`config.mk`:
```
export PLATFORM = sky130hd
export DESIGN_NAME = monitor_alert_mask_regs
export DESIGN_NICKNAME = d
export VERILOG_FILES = /design/src/rtl/monitor_alert_mask_pkg.sv /design/src/rtl/alert_source_combiner.sv /design/src/rtl/fan_speed_pulse_input_interval_timer.sv /design/src/rtl/monitor_alert_mask_regs.sv
export SDC_FILE = /design/constraint.sdc
export NUM_CORES = 1
export LEC_CHECK = 0
export BUFFER_PORTS_ARGS = -buffer_cell sky130_fd_sc_hd__buf_4
export CAP_MARGIN = 20
export CORE_ASPECT_RATIO = 1.4
export CORE_MARGIN = 4
export CORE_UTILIZATION = 35
export CTS_CLUSTER_DIAMETER = 50
export DETAILED_ROUTE_END_ITERATION = 10
export PLACE_DENSITY = 0.64
export REMOVE_ABC_BUFFERS = 1
export SLEW_MARGIN = 40
export SYNTH_ARGS = -nofsm -noshare
export SYNTH_HDL_FRONTEND = slang
export SYNTH_SLANG_ARGS = --single-unit
```
`constraint.sdc`:
```
create_clock -name clk_sys_i -period 2.1 [get_ports clk_sys_i]
set_input_delay 0.21 -clock clk_sys_i [delete_from_list [all_inputs] [get_ports clk_sys_i]]
set_output_delay 0.21 -clock clk_sys_i [all_outputs]
set_load 0.005 [all_outputs]
```
`src/rtl/monitor_alert_mask_pkg.sv`:
```
// constants, reset values and field positions for the monitor alert/mask register slice
// assumes an external smbus front end that turns bus cycles into one-cycle register strobes
`default_nettype none

package monitor_alert_mask_pkg;

    // ==========================================================
    // register offsets
    localparam logic [7:0] ADDR_MASK_FIRST = 8'h74;
    localparam logic [7:0] ADDR_MASK_SECOND = 8'h75;
    localparam logic [7:0] ADDR_LOW_FIRST = 8'h76;
    localparam logic [7:0] ADDR_LOW_SECOND = 8'h77;
    localparam logic [7:0] ADDR_PIN_FAN_SPEED_PULSE_INPUT = 8'h78;
    localparam logic [7:0] ADDR_PULSE_CFG = 8'h7B;

    // ==========================================================
    // reset values
    localparam logic [7:0] MASK_FIRST_RST = 8'h00;
    localparam logic [7:0] MASK_SECOND_RST = 8'h00;
    localparam logic [7:0] PIN_FAN_SPEED_PULSE_INPUT_RST = 8'h00;
    localparam logic [7:0] PULSE_CFG_RST = 8'h55;
    localparam logic [7:0] READ_UNMAPPED = 8'h00;

    // ==========================================================
    // field positions
    localparam int SECOND_MASK_GATE_BIT = 7;
    localparam int OVERTEMP_MASK_BIT = 1;
    localparam int ALERT_MODE_BIT = 0;
    localparam int FAST_FAN_SPEED_PULSE_INPUT_BIT = 3;
    localparam int CONT_SPEED_LSB = 4;
    localparam int CHANNELS = 8;
    localparam int FANS = 4;

    // ==========================================================
    // fan_speed_pulse_input interval timing at a 20 MHz system clock
    localparam int CLK_KHZ = 20000;
    localparam int FAN_SPEED_PULSE_INPUT_SLOW_MS = 1000;
    localparam int FAN_SPEED_PULSE_INPUT_FAST_MS = 250;
    localparam int FAN_SPEED_PULSE_INPUT_SLOW_CYC = FAN_SPEED_PULSE_INPUT_SLOW_MS * CLK_KHZ;
    localparam int FAN_SPEED_PULSE_INPUT_FAST_CYC = FAN_SPEED_PULSE_INPUT_FAST_MS * CLK_KHZ;
    localparam int TIMER_W = 25;

    // pulse field code to pulse count, 00 -> 1 .. 11 -> 4
    function automatic logic [2:0] pulses_counted(input logic [1:0] field);
        pulses_counted = {1'b0, field} + 3'h1;
    endfunction

endpackage

`default_nettype wire

```
`src/rtl/alert_source_combiner.sv`:
```
// combines fault sources with the two mask registers into one pending level
// assumes fault inputs are levels on clk_sys_i, held by the status logic until cleared
`default_nettype none

module alert_source_combiner
    import monitor_alert_mask_pkg::*;
(
    // clock and reset
    input wire logic clk_sys_i,
    input wire logic srst_i,
    // masks
    input wire logic [7:0] mask_first_i,
    input wire logic [7:0] mask_second_i,
    // fault levels
    input wire logic [6:0] limit_fault_i,
    input wire logic [7:0] other_fault_i,
    // result
    output logic alert_pending_o
);

    logic [7:0] eff_second;
    logic [6:0] live_first;
    logic [7:0] live_second;

    // second register ignored entirely unless the gate bit is set
    assign eff_second = mask_first_i[SECOND_MASK_GATE_BIT] ? mask_second_i : 8'h00;
    assign live_first = limit_fault_i & ~mask_first_i[6:0];
    // bit0 12 V, bit1 overtemp, bits2..5 fans, bits6..7 diodes
    assign live_second = other_fault_i & ~eff_second;

    // registered so the pin never glitches on mask writes
    always_ff @(posedge clk_sys_i) begin
        if (srst_i) begin
            alert_pending_o <= 1'b0;
        end else begin
            alert_pending_o <= (|live_first) | (|live_second);
        end
    end

endmodule

`default_nettype wire

```
`src/rtl/fan_speed_pulse_input_interval_timer.sv`:
```
// free-running timer giving one pulse per fan_speed_pulse_input measurement interval
// assumes period values at least 2; restarts whenever the rate select changes
`default_nettype none

module fan_speed_pulse_input_interval_timer
    import monitor_alert_mask_pkg::*;
#(
    parameter int SLOW_CYC = FAN_SPEED_PULSE_INPUT_SLOW_CYC,
    parameter int FAST_CYC = FAN_SPEED_PULSE_INPUT_FAST_CYC
) (
    // clock and reset
    input wire logic clk_sys_i,
    input wire logic srst_i,
    // rate select
    input wire logic fast_i,
    // interval pulse
    output logic tick_o
);

    localparam logic [TIMER_W-1:0] SLOW_LAST = TIMER_W'(SLOW_CYC - 1);
    localparam logic [TIMER_W-1:0] FAST_LAST = TIMER_W'(FAST_CYC - 1);

    logic [TIMER_W-1:0] count;
    logic fast_q;
    logic [TIMER_W-1:0] last;

    assign last = fast_i ? FAST_LAST : SLOW_LAST;

    // a rate change restarts the interval so no short first period is seen
    always_ff @(posedge clk_sys_i) begin
        if (srst_i) begin
            count <= '0;
            fast_q <= 1'b0;
            tick_o <= 1'b0;
        end else begin
            fast_q <= fast_i;
            tick_o <= 1'b0;
            if (fast_q != fast_i) begin
                count <= '0;
            end else if (count >= last) begin
                count <= '0;
                tick_o <= 1'b1;
            end else begin
                count <= count + TIMER_W'(1);
            end
        end
    end

endmodule

`default_nettype wire

```
`src/rtl/monitor_alert_mask_regs.sv`:
```
// register slice: alert masks, low result bits with coherent freeze, pin and fan_speed_pulse_input config
// assumes reg strobes come one cycle wide from the smbus front end on clk_sys_i,
// and that upper-byte result registers live outside and honour result_freeze_o
`default_nettype none

module monitor_alert_mask_regs
    import monitor_alert_mask_pkg::*;
#(
    parameter int FAN_SPEED_PULSE_INPUT_SLOW_CYCLES = FAN_SPEED_PULSE_INPUT_SLOW_CYC,
    parameter int FAN_SPEED_PULSE_INPUT_FAST_CYCLES = FAN_SPEED_PULSE_INPUT_FAST_CYC
) (
    // clock and reset
    input wire logic clk_sys_i,
    input wire logic srst_i,
    // register access from the smbus front end
    input wire logic [7:0] reg_addr_i,
    input wire logic reg_wr_i,
    input wire logic [7:0] reg_wr_data_i,
    input wire logic reg_rd_i,
    output logic [7:0] reg_rd_data_o,
    // measurement engine
    input wire logic [15:0] meas_low_bits_i,
    input wire logic [7:0] upper_byte_read_i,
    output logic [7:0] result_freeze_o,
    // fault levels from the limit comparators and status logic
    input wire logic [6:0] limit_fault_i,
    input wire logic [7:0] other_fault_i,
    // fan drive two pin, shared with the alert function
    input wire logic fan_drive_wave_i,
    output logic fan_drive_two_pin_o,
    output logic fan_drive_two_pin_oe_o,
    // fan_speed_pulse_input measurement control
    output logic fan_speed_pulse_input_interval_tick_o,
    output logic [3:0] continuous_speed_o,
    output logic [11:0] fan_speed_pulse_input_pulse_count_o
);

    // ==========================================================
    // local constants and helpers
    // decoded counts that go with the reset value of the pulse register,
    // so the counts stay legal (1..4) even while reset is held
    localparam logic [11:0] PULSE_COUNT_RST = {
        pulses_counted(PULSE_CFG_RST[7:6]),
        pulses_counted(PULSE_CFG_RST[5:4]),
        pulses_counted(PULSE_CFG_RST[3:2]),
        pulses_counted(PULSE_CFG_RST[1:0])
    };

    // one strobe aimed at one address; exact compare, so no aliasing
    function automatic logic reg_hit(input logic strobe, input logic [7:0] addr, input logic [7:0] target);
        reg_hit = strobe && (addr == target);
    endfunction

    // ==========================================================
    // storage
    logic [7:0] alert_mask_first;
    logic [7:0] alert_mask_second;
    logic [7:0] voltage_low_bits;
    logic [7:0] mixed_low_bits;
    logic [7:0] pin_and_fan_speed_pulse_input_config;
    logic [7:0] fan_pulse_count_config;
    logic [7:0] freeze_pending;
    logic [7:0] next_freeze_pending;
    logic [7:0] next_rd_data;
    logic rd_low_first;
    logic rd_low_second;
    logic wr_mask_first;
    logic wr_mask_second;
    logic wr_pin_fan_speed_pulse_input;
    logic wr_pulse_cfg;
    logic alert_pending;
    logic tick;
    // named fields of the config and low-bit registers
    logic alert_pin_mode;
    logic fast_fan_speed_pulse_input_rate;
    logic continuous_speed_one;
    logic continuous_speed_two;
    logic continuous_speed_three;
    logic continuous_speed_four;
    logic [1:0] two_five_volt_low_bits;
    logic [1:0] cpu_core_supply_low_bits;
    logic [1:0] supply_low_bits;
    logic [1:0] five_volt_low_bits;
    logic [1:0] twelve_volt_low_bits;
    logic [1:0] remote_one_low_bits;
    logic [1:0] local_temp_low_bits;
    logic [1:0] remote_two_low_bits;

    // ==========================================================
    // address decode
    assign rd_low_first = reg_hit(reg_rd_i, reg_addr_i, ADDR_LOW_FIRST);
    assign rd_low_second = reg_hit(reg_rd_i, reg_addr_i, ADDR_LOW_SECOND);
    assign wr_mask_first = reg_hit(reg_wr_i, reg_addr_i, ADDR_MASK_FIRST);
    assign wr_mask_second = reg_hit(reg_wr_i, reg_addr_i, ADDR_MASK_SECOND);
    assign wr_pin_fan_speed_pulse_input = reg_hit(reg_wr_i, reg_addr_i, ADDR_PIN_FAN_SPEED_PULSE_INPUT);
    assign wr_pulse_cfg = reg_hit(reg_wr_i, reg_addr_i, ADDR_PULSE_CFG);

    // ==========================================================
    // field views
    // pin mode, fan_speed_pulse_input rate and continuous enables of the config register
    // reserved config bits 1 and 2 have no view; they are only stored
    assign alert_pin_mode = pin_and_fan_speed_pulse_input_config[ALERT_MODE_BIT];
    assign fast_fan_speed_pulse_input_rate = pin_and_fan_speed_pulse_input_config[FAST_FAN_SPEED_PULSE_INPUT_BIT];
    assign continuous_speed_one = pin_and_fan_speed_pulse_input_config[CONT_SPEED_LSB];
    assign continuous_speed_two = pin_and_fan_speed_pulse_input_config[CONT_SPEED_LSB + 1];
    assign continuous_speed_three = pin_and_fan_speed_pulse_input_config[CONT_SPEED_LSB + 2];
    assign continuous_speed_four = pin_and_fan_speed_pulse_input_config[CONT_SPEED_LSB + 3];

    // two low bits per channel, in the channel order of the live input
    assign two_five_volt_low_bits = voltage_low_bits[1:0];
    assign cpu_core_supply_low_bits = voltage_low_bits[3:2];
    assign supply_low_bits = voltage_low_bits[5:4];
    assign five_volt_low_bits = voltage_low_bits[7:6];
    assign twelve_volt_low_bits = mixed_low_bits[1:0];
    assign remote_one_low_bits = mixed_low_bits[3:2];
    assign local_temp_low_bits = mixed_low_bits[5:4];
    assign remote_two_low_bits = mixed_low_bits[7:6];

    // ==========================================================
    // alert mask registers
    // first mask register, all eight bits writable
    always_ff @(posedge clk_sys_i) begin
        if (srst_i) begin
            alert_mask_first <= MASK_FIRST_RST;
        end else if (wr_mask_first) begin
            alert_mask_first <= reg_wr_data_i;
        end
    end

    // second mask register; the overtemp mask bit keeps its value on writes
    always_ff @(posedge clk_sys_i) begin
        if (srst_i) begin
            alert_mask_second <= MASK_SECOND_RST;
        end else if (wr_mask_second) begin
            alert_mask_second[0] <= reg_wr_data_i[0];
            alert_mask_second[5:2] <= reg_wr_data_i[5:2];
            alert_mask_second[7:6] <= reg_wr_data_i[7:6];
        end
    end
    // bit 1 is never written, so it holds its reset value

    // ==========================================================
    // coherent freeze of low and upper result bits
    // channel order: 2.5 V, cpu core, supply, 5 V, 12 V, remote one, local, remote two
    // a new freeze set wins over an upper-byte read landing in the same cycle
    // limitation: a second low-bits read while frozen keeps the first snapshot
    always_comb begin
        next_freeze_pending = freeze_pending & ~upper_byte_read_i;
        if (rd_low_first) begin
            next_freeze_pending[3:0] = 4'hF;
        end
        if (rd_low_second) begin
            next_freeze_pending[7:4] = 4'hF;
        end
    end

    always_ff @(posedge clk_sys_i) begin
        if (srst_i) begin
            freeze_pending <= 8'h00;
        end else begin
            freeze_pending <= next_freeze_pending;
        end
    end

    // freeze flags out to the upper-byte registers straight from flops
    always_ff @(posedge clk_sys_i) begin
        if (srst_i) begin
            result_freeze_o <= 8'h00;
        end else begin
            result_freeze_o <= next_freeze_pending;
        end
    end

    // low bits follow the engine until frozen; the read cycle itself freezes too,
    // so the snapshot the host saw is the one that stays
    always_ff @(posedge clk_sys_i) begin
        if (srst_i) begin
            voltage_low_bits <= 8'h00;
        end else if (~|next_freeze_pending[3:0]) begin
            voltage_low_bits <= meas_low_bits_i[7:0];
        end
    end

    always_ff @(posedge clk_sys_i) begin
        if (srst_i) begin
            mixed_low_bits <= 8'h00;
        end else if (~|next_freeze_pending[7:4]) begin
            mixed_low_bits <= meas_low_bits_i[15:8];
        end
    end

    // ==========================================================
    // pin and fan_speed_pulse_input configuration
    // reserved bits 1 and 2 are simply stored and read back
    always_ff @(posedge clk_sys_i) begin
        if (srst_i) begin
            pin_and_fan_speed_pulse_input_config <= PIN_FAN_SPEED_PULSE_INPUT_RST;
        end else if (wr_pin_fan_speed_pulse_input) begin
            pin_and_fan_speed_pulse_input_config <= reg_wr_data_i;
        end
    end

    // pulse count fields, one pair of bits per fan
    always_ff @(posedge clk_sys_i) begin
        if (srst_i) begin
            fan_pulse_count_config <= PULSE_CFG_RST;
        end else if (wr_pulse_cfg) begin
            fan_pulse_count_config <= reg_wr_data_i;
        end
    end

    // ==========================================================
    // read path
    // low-bit registers are read from their frozen snapshot; unmapped reads give zero
    // the snapshot is rebuilt from its channel fields, same order as the live input
    always_comb begin
        unique case (reg_addr_i)
            ADDR_MASK_FIRST: next_rd_data = alert_mask_first;
            ADDR_MASK_SECOND: next_rd_data = alert_mask_second;
            ADDR_LOW_FIRST: next_rd_data = {five_volt_low_bits, supply_low_bits, cpu_core_supply_low_bits,
                two_five_volt_low_bits};
            ADDR_LOW_SECOND: next_rd_data = {remote_two_low_bits, local_temp_low_bits, remote_one_low_bits,
                twelve_volt_low_bits};
            ADDR_PIN_FAN_SPEED_PULSE_INPUT: next_rd_data = pin_and_fan_speed_pulse_input_config;
            ADDR_PULSE_CFG: next_rd_data = fan_pulse_count_config;
            default: next_rd_data = READ_UNMAPPED;
        endcase
    end

    // data appears the cycle after the read strobe and holds until the next read
    always_ff @(posedge clk_sys_i) begin
        if (srst_i) begin
            reg_rd_data_o <= READ_UNMAPPED;
        end else if (reg_rd_i) begin
            reg_rd_data_o <= next_rd_data;
        end
    end

    // ==========================================================
    // alert generation
    alert_source_combiner u_alert (
        .clk_sys_i(clk_sys_i),
        .srst_i(srst_i),
        .mask_first_i(alert_mask_first),
        .mask_second_i(alert_mask_second),
        .limit_fault_i(limit_fault_i),
        .other_fault_i(other_fault_i),
        .alert_pending_o(alert_pending)
    );

    // shared pin: open drain low for alert, else push-pull fan waveform.
    // one cycle of register delay on the waveform is the price of a flop output
    // alert mode only ever pulls low, so the shared pull-up sees a clean wired line
    always_ff @(posedge clk_sys_i) begin
        if (srst_i) begin
            fan_drive_two_pin_o <= 1'b0;
            fan_drive_two_pin_oe_o <= 1'b1;
        end else if (alert_pin_mode) begin
            fan_drive_two_pin_o <= 1'b0;
            fan_drive_two_pin_oe_o <= alert_pending;
        end else begin
            fan_drive_two_pin_o <= fan_drive_wave_i;
            fan_drive_two_pin_oe_o <= 1'b1;
        end
    end

    // ==========================================================
    // fan_speed_pulse_input measurement control
    // a rate change restarts the interval in the timer, so no short period follows it
    fan_speed_pulse_input_interval_timer #(
        .SLOW_CYC(FAN_SPEED_PULSE_INPUT_SLOW_CYCLES),
        .FAST_CYC(FAN_SPEED_PULSE_INPUT_FAST_CYCLES)
    ) u_fan_speed_pulse_input_timer (
        .clk_sys_i(clk_sys_i),
        .srst_i(srst_i),
        .fast_i(fast_fan_speed_pulse_input_rate),
        .tick_o(tick)
    );

    assign fan_speed_pulse_input_interval_tick_o = tick;

    // continuous enables, fan one in bit 0, registered for clean outputs
    always_ff @(posedge clk_sys_i) begin
        if (srst_i) begin
            continuous_speed_o <= 4'h0;
        end else begin
            continuous_speed_o <= {continuous_speed_four, continuous_speed_three, continuous_speed_two,
                continuous_speed_one};
        end
    end

    // decoded pulse counts; a field change shows one cycle after the write lands
    always_ff @(posedge clk_sys_i) begin
        if (srst_i) begin
            fan_speed_pulse_input_pulse_count_o <= PULSE_COUNT_RST;
        end else begin
            for (int f = 0; f < FANS; f++) begin
                fan_speed_pulse_input_pulse_count_o[3*f +: 3] <= pulses_counted(fan_pulse_count_config[2*f +: 2]);
            end
        end
    end

endmodule

`default_nettype wire

```
==> Word level (Yosys, flattened, before mapping) <==
Cells that the tools add are included.
{ "totals": {"regBits": 109, "in_bits": 60, "word_cells": 57, "output_inout_bits": 35} }
{ "classes": {"reduce_logical": 14, "bitwise": 8, "n_addsub": 5, "n_eq_ne": 7, "n_lt_le_gt_ge": 1, "mux": 6} }
{ "ops": {"columns": ["op", "count"], "rows": [
  ["== test 8 x 7 -> 1 bit (second input constant)", 6],
  ["one-hot mux 8 bit (6 select lines)", 1],
  ["adder 25 x 1 -> 25 bit (second input constant)", 1],
  ["greater-or-equal comparator 25 bit", 1],
  ["two-way mux 25 bit", 1],
  ["AND 8 bit", 2],
  ["inverter 8 bit", 2],
  ["adder 2 x 1 -> 3 bit (second input constant)", 4],
  ["two-way mux 4 bit", 2],
  ["two-way mux 8 bit", 1],
  ["OR reduction 4 bit", 2],
  ["OR reduction 8 bit", 1],
  ["AND 7 bit", 1],
  ["inverter 7 bit", 1],
  ["OR reduction 7 bit", 1],
  ["logical AND 1 bit", 6],
  ["OR reduction 2 bit", 3],
  ["OR reduction 3 bit", 1],
  ["two-way mux 1 bit", 1],
  ["!= test 1 bit", 1],
  ["inverter 1 bit", 1],
  ["bitwise OR 1 bit", 1]
]} }

==> Longest topological paths before layout <==
{ "logic_depth": {"depth_word": 5, "depth_mapped": 8, "depth_no_buf": 7} }

==> Hierarchy <==
From an unflattened synthesis, not the netlist that was laid out.
{ "unflattened": {"cells_unflattened": 522, "area_unflattened_um2": 5011.1} }
{ "by_module_without_submodules": {"columns": ["module", "n_inst", "cells_per_inst", "seq_area_each_um2", "area_each_um2"], "rows": [
  ["monitor_alert_mask_regs", 1, 326, 1621.6, 3377.0],
  ["fan_speed_pulse_input_interval_timer", 1, 169, 540.5, 1460.2],
  ["alert_source_combiner", 1, 27, 20.0, 173.9]
]} }

==> Worst setup path before layout <==
Ideal clock, no wire load.
{ "synth_path": {"kind": "register -> register", "from": "reg pin_and_fan_speed_pulse_input_config[3]", "to": "reg u_fan_speed_pulse_input_timer.count[22]", "synth_period_minus_slack_ns": 2.161, "setup_time_ns": 0.119, "setup_slack_ns": -0.061, "n_path_buf": 1, "required_time_ns": 1.981, "stages_incl_launch_ff": 9, "arrival_ns": 2.042, "cell_sequence": "dfxtp_1 -> inv_1 -> ha_1 -> nand4b_1 -> nor4_2 -> o311ai_4 -> nand4_4 -> buf_12 -> nor2_4"} }
{ "synth_via": {"elab_chain_cells": 3, "elab_cells_between_ends": 4, "cone_classes": "order compare (1); eq/ne (1); mux (1); reduce/logical (1)"} }
{ "synth_rtl": {"columns": ["item", "line_no", "text"], "rows": [
  ["start: declaration", "monitor_alert_mask_regs.sv:60", "logic [7:0] pin_and_fan_speed_pulse_input_config;"],
  ["start signal: assignment", "monitor_alert_mask_regs.sv:199", "pin_and_fan_speed_pulse_input_config <= reg_wr_data_i;"],
  ["two-way mux 25 bit", "fan_speed_pulse_input_interval_timer.sv:27", "assign last = fast_i ? FAST_LAST : SLOW_LAST;"],
  ["greater-or-equal comparator 25 bit", "fan_speed_pulse_input_interval_timer.sv:40", "end else if (count >= last) begin"],
  ["OR reduction 3 bit (no line) *", null, null],
  ["end signal: assignment", "fan_speed_pulse_input_interval_timer.sv:44", "count <= count + TIMER_W'(1);"],
  ["end: declaration", "fan_speed_pulse_input_interval_timer.sv:23", "logic [TIMER_W-1:0] count;"]
]} }
Mark *: on every way between the ends. The rest lies on a longest branch, timed or not.
A chain may end at the register's enable or synchronous reset.

==> Final worst setup path <==
{ "layout_path": {"from": "reg pin_and_fan_speed_pulse_input_config[3]", "to": "reg u_fan_speed_pulse_input_timer.count[2]"} }
The elaborated chain is that of the path after synthesis.

==> key figures <==
Yosys
  • Synth Register Bits: 109
  • Register area share after synthesis: 43.7%
  • Fraction of synthesized area in multiplexers: 7.09%
  • Fraction of registers with async set/reset: 0%
  • Top_reg_cell synth: dfxtp_1
  • Netlist cell types: 57
  • Synth warn: 0
  • EDFF count, synth: 0
  • Post-Synth Adder-Cell Area: 4.76%
  • Largest family of logic cells by synthesized area: simple AND/OR/NAND/NOR gates
  • Syn_area_per_cell: 9.43 um2
  • Synthesized area: 5000 um2
  • Synth Area in XOR/XNOR: 4.21%
  • Synthesized instance count: 530
  • Compound-gate portion of the synthesized area: 10.5%
  • Post-Synth Simple-Gate Area: 25.1%

Routing
  • DRT iter0 DRCs: 220
  • Via density: 5.10
  • Final wirelength: 12.8 mm
  • Final ANT Viol Nets: 0
  • Vias: 4,169
  • Average wire per standard cell: 15.7 um
  • Drt drc: 0
  • DR pass1 iterations: 5

Run status
  • Failing checks: setup timing
  • Status: finished with violations

STA
  • Final setup vio count: 9
  • Period utilization: 101%
  • Final Worst Setup Slack: -27.8 ps
  • FMAX: 470 MHz
  • Clock skew: 8.17 ps
  • Worst Hold Slack: 85.0 ps
  • Fin. Hold Viols: 0
  • Relative slew slack: 66.0%
  • Final min period: 2130 ps
  • Unrepaired setup endpoints after global routing: yes
  • Worst-margin pin slew: 508 ps
  • Fin Setup TNS: -146 ps
  • Final Max Slew Viols: 0

Setup path
  • Worst-path cell chain: buf_6 > ha_4 > nand4b_1 > nor4_4 > o311ai_4 > nand4_4 > clkbuf_16 > nor2_1
  • WP buf/inv: 2
  • Critical path's top delay family: simple AND/OR/NAND/NOR gates
  • CP max stage delay: 400 ps
  • Worst EP arrival: 2370 ps
  • CP Capture Type: flip-flop
  • Req. time, crit path: 2340 ps
  • Crit Path Class: flip-flop to flip-flop
  • Critical path fanouts, max: 6
  • Critical path launch point type: flip-flop
  • Slowest-stage cell, CP: nor4_4

Clock tree
  • H-tree depth: 3
  • CTS tree: done
  • Maximum root-to-sink buffer count: 2
  • Worst-path clk slew: 70 ps
  • Num CTS Buffers: 9
  • CTS root buf: clkbuf_16
  • Worst-Skew Late Latency: 350 ps
  • Clk sinks: 109
  • Hold Buf Count CTS: 0

Global route
  • Vias in the first global route: 4,250
  • Pin count of the biggest net entering global routing: 38
  • First-pass GRT wire length: 20.5 mm
  • Gr usage total: 15.8%
  • Initial antenna violation count: 0
  • Total gr overflow: 0

Die
  • Die X: 109 um
  • Die height: 149 um
  • Die area: 16,300 um2
  • # IOs: 95
  • FP Rows: 51
  • Starting Density: 35.8%
  • Core Region: 14,000 um2

Placement
  • Dpl hpwl: 9.57 mm
  • Buffers on Ports: 94
  • Setup WS pre-CTS: -2.39 ps
  • Placed cell areas: 5930 um2
  • Gp weighted congestion: 0.819

Layout
  • Reg area: 2180 um2
  • Area growth from synthesis to layout: 29.4%
  • Cell area after layout: 6470 um2
  • Multi-input logic area: 2680 um2
  • N_diodes: 0
  • Nets: 707
  • Share of post-route cells with drive strength above 1: 29.3%
  • Fillers: 1,315

Worst hold path
  • Worst Hold Class: primary input to flip-flop

Pwr
  • Leak: 2.57 nW
  • Peak VDD IR: 0.351 mV
  • Pwr Density: 677 nW/um2

Flow run
  • Max-capacitance violation count: 0
routing by layer:
metal  GRT usage (%)  routed length (um)
met3            4.29                 715
met2            27.1                6750
met1            18.3                5090
met4            6.76                 293
met5               0                   0
synthesized netlist by cell type (3+ instances only):
master / n / area, um2
mux4_2: 5 / 113
and4_1: 3 / 26.3
buf_2: 7 / 35.0
nand4_1: 6 / 37.5
o21ai_0: 4 / 20.0
nand2b_1: 9 / 56.3
nand4b_1: 7 / 61.3
nor2_4: 8 / 90.1
nand2_1: 46 / 173
ha_1: 19 / 238
mux2i_1: 23 / 230
inv_1: 19 / 71.3
and2_1: 3 / 18.8
buf_4: 5 / 37.5
a211oi_1: 7 / 52.6
or2_2: 5 / 31.3
nor3_1: 5 / 25.0
xnor2_1: 14 / 123
nor2_2: 13 / 81.3
a211o_1: 6 / 52.6
nor2b_1: 11 / 68.8
a21oi_1: 37 / 185
a22oi_1: 3 / 22.5
nor2_1: 49 / 184
xor2_1: 10 / 87.6
a222oi_1: 5 / 50.1
dfxtp_1: 109 / 2180
o22ai_1: 6 / 37.5
and3_1: 8 / 50.1
clkbuf_1: 12 / 45.0
nand3_1: 33 / 165
power breakdown:
part	total [mW]	internal, mW	switching [mW]	leakage [nW]
sequential	2.12	2.10	0.0212	0.886
combinational	0.293	0.155	0.138	1.51
clock	1.97	1.22	0.743	0.172
path summary, 6_finish.rpt:
check                                                from                                       to  slack, ps  cells past startpoint
setup / recovery  pin_and_fan_speed_pulse_input_config[3]   u_fan_speed_pulse_input_timer.count[2]        -30                      8
hold / removal                         meas_low_bits_i[0]                      voltage_low_bits[0]         90                      3
setup reg to reg  pin_and_fan_speed_pulse_input_config[3]   u_fan_speed_pulse_input_timer.count[2]        -30                      8
hold reg to reg   pin_and_fan_speed_pulse_input_config[2]  pin_and_fan_speed_pulse_input_config[2]        460                      2
flip-flops by register name (all words and copies together) (netlist names):
register / cells
u_fan_speed_pulse_input_timer.fast_q: 1
fan_drive_two_pin_o: 1
u_fan_speed_pulse_input_timer.tick_o: 1
fan_pulse_count_config: 8
reg_rd_data_o: 8
continuous_speed_o: 4
u_fan_speed_pulse_input_timer.count: 25
fan_speed_pulse_input_pulse_count_o: 12
fan_drive_two_pin_oe_o: 1
voltage_low_bits: 8
pin_and_fan_speed_pulse_input_config: 8
alert_mask_second: 7
mixed_low_bits: 8
result_freeze_o: 8
alert_mask_first: 8
u_alert.alert_pending_o: 1
cell usage in the layout, fill, tap and decap left out, drive strengths merged, types with 2 or more instances in the layout:
| master | count |
|---|---|
| nor4 | 4 |
| o21ai | 5 |
| a222oi | 5 |
| a211o | 6 |
| a31oi | 2 |
| o22ai | 6 |
| nor4b | 2 |
| bufinv | 3 |
| and4 | 3 |
| a21oi | 37 |
| nor3b | 2 |
| dfxtp | 109 |
| inv | 19 |
| xor2 | 10 |
| nand2 | 46 |
| or2 | 5 |
| nor2b | 11 |
| nand2b | 9 |
| mux2i | 23 |
| and2 | 4 |
| a221oi | 2 |
| xnor2 | 14 |
| buf | 114 |
| nor3 | 5 |
| a22oi | 3 |
| nand3 | 33 |
| nor2 | 70 |
| nand3b | 2 |
| mux4 | 5 |
| clkbuf | 13 |
| a211oi | 7 |
| ha | 19 |
| nand4b | 7 |
| and3 | 9 |
| nand4 | 9 |
worst register-to-register path: stages, from the launching register on:
cell       delay (ps)
dfxtp_2           350
buf_6             150
ha_4              270
nand4b_1          190
nor4_4            400
o311ai_4          180
nand4_4           240
clkbuf_16         200
nor2_1             40
kinds of logic after synthesis:
family | Yosys count
and+or+nand+nor | 222
DFF | 109
AOI/OAI and AO/OA | 79
buffers and inverters | 48
muxes | 29
xor gates and xnor gates | 24
adders and majority gates | 19
through the flow:
stage | total power [mW] | util (%) | cells
finish | 4.38 | 46.3 | 817
global placement | 2.44 | 42.4 | 796
global route | 4.54 | 46.3 | 817
detailed placement | 2.45 | 42.4 | 796
floorplan | 2.25 | - | 501
CTS | 4.41 | 45.0 | 811
final cells by class:
| type | instances | area share, % |
|---|---|---|
| Inverter | 19 | 1.14 |
| Timing Repair Buffer | 116 | 14.6 |
| Multi-Input combinational cell | 373 | 41.5 |
| Clock inverter | 4 | 1.47 |
| Clock buffer | 11 | 3.91 |
| Sequential cell | 109 | 33.8 |
| Tap cell | 185 | 3.58 |
timing repair:
item | 4_1_cts | 5_1_grt
gates cloned | 0 | 2
resized for setup | 2 | 13
endpoints found under the setup margin | 25 | 25
pin swaps | 1 | 6
buffers inserted | 0 | 4
No activity file was read; power rests on OpenSTA's default activity.
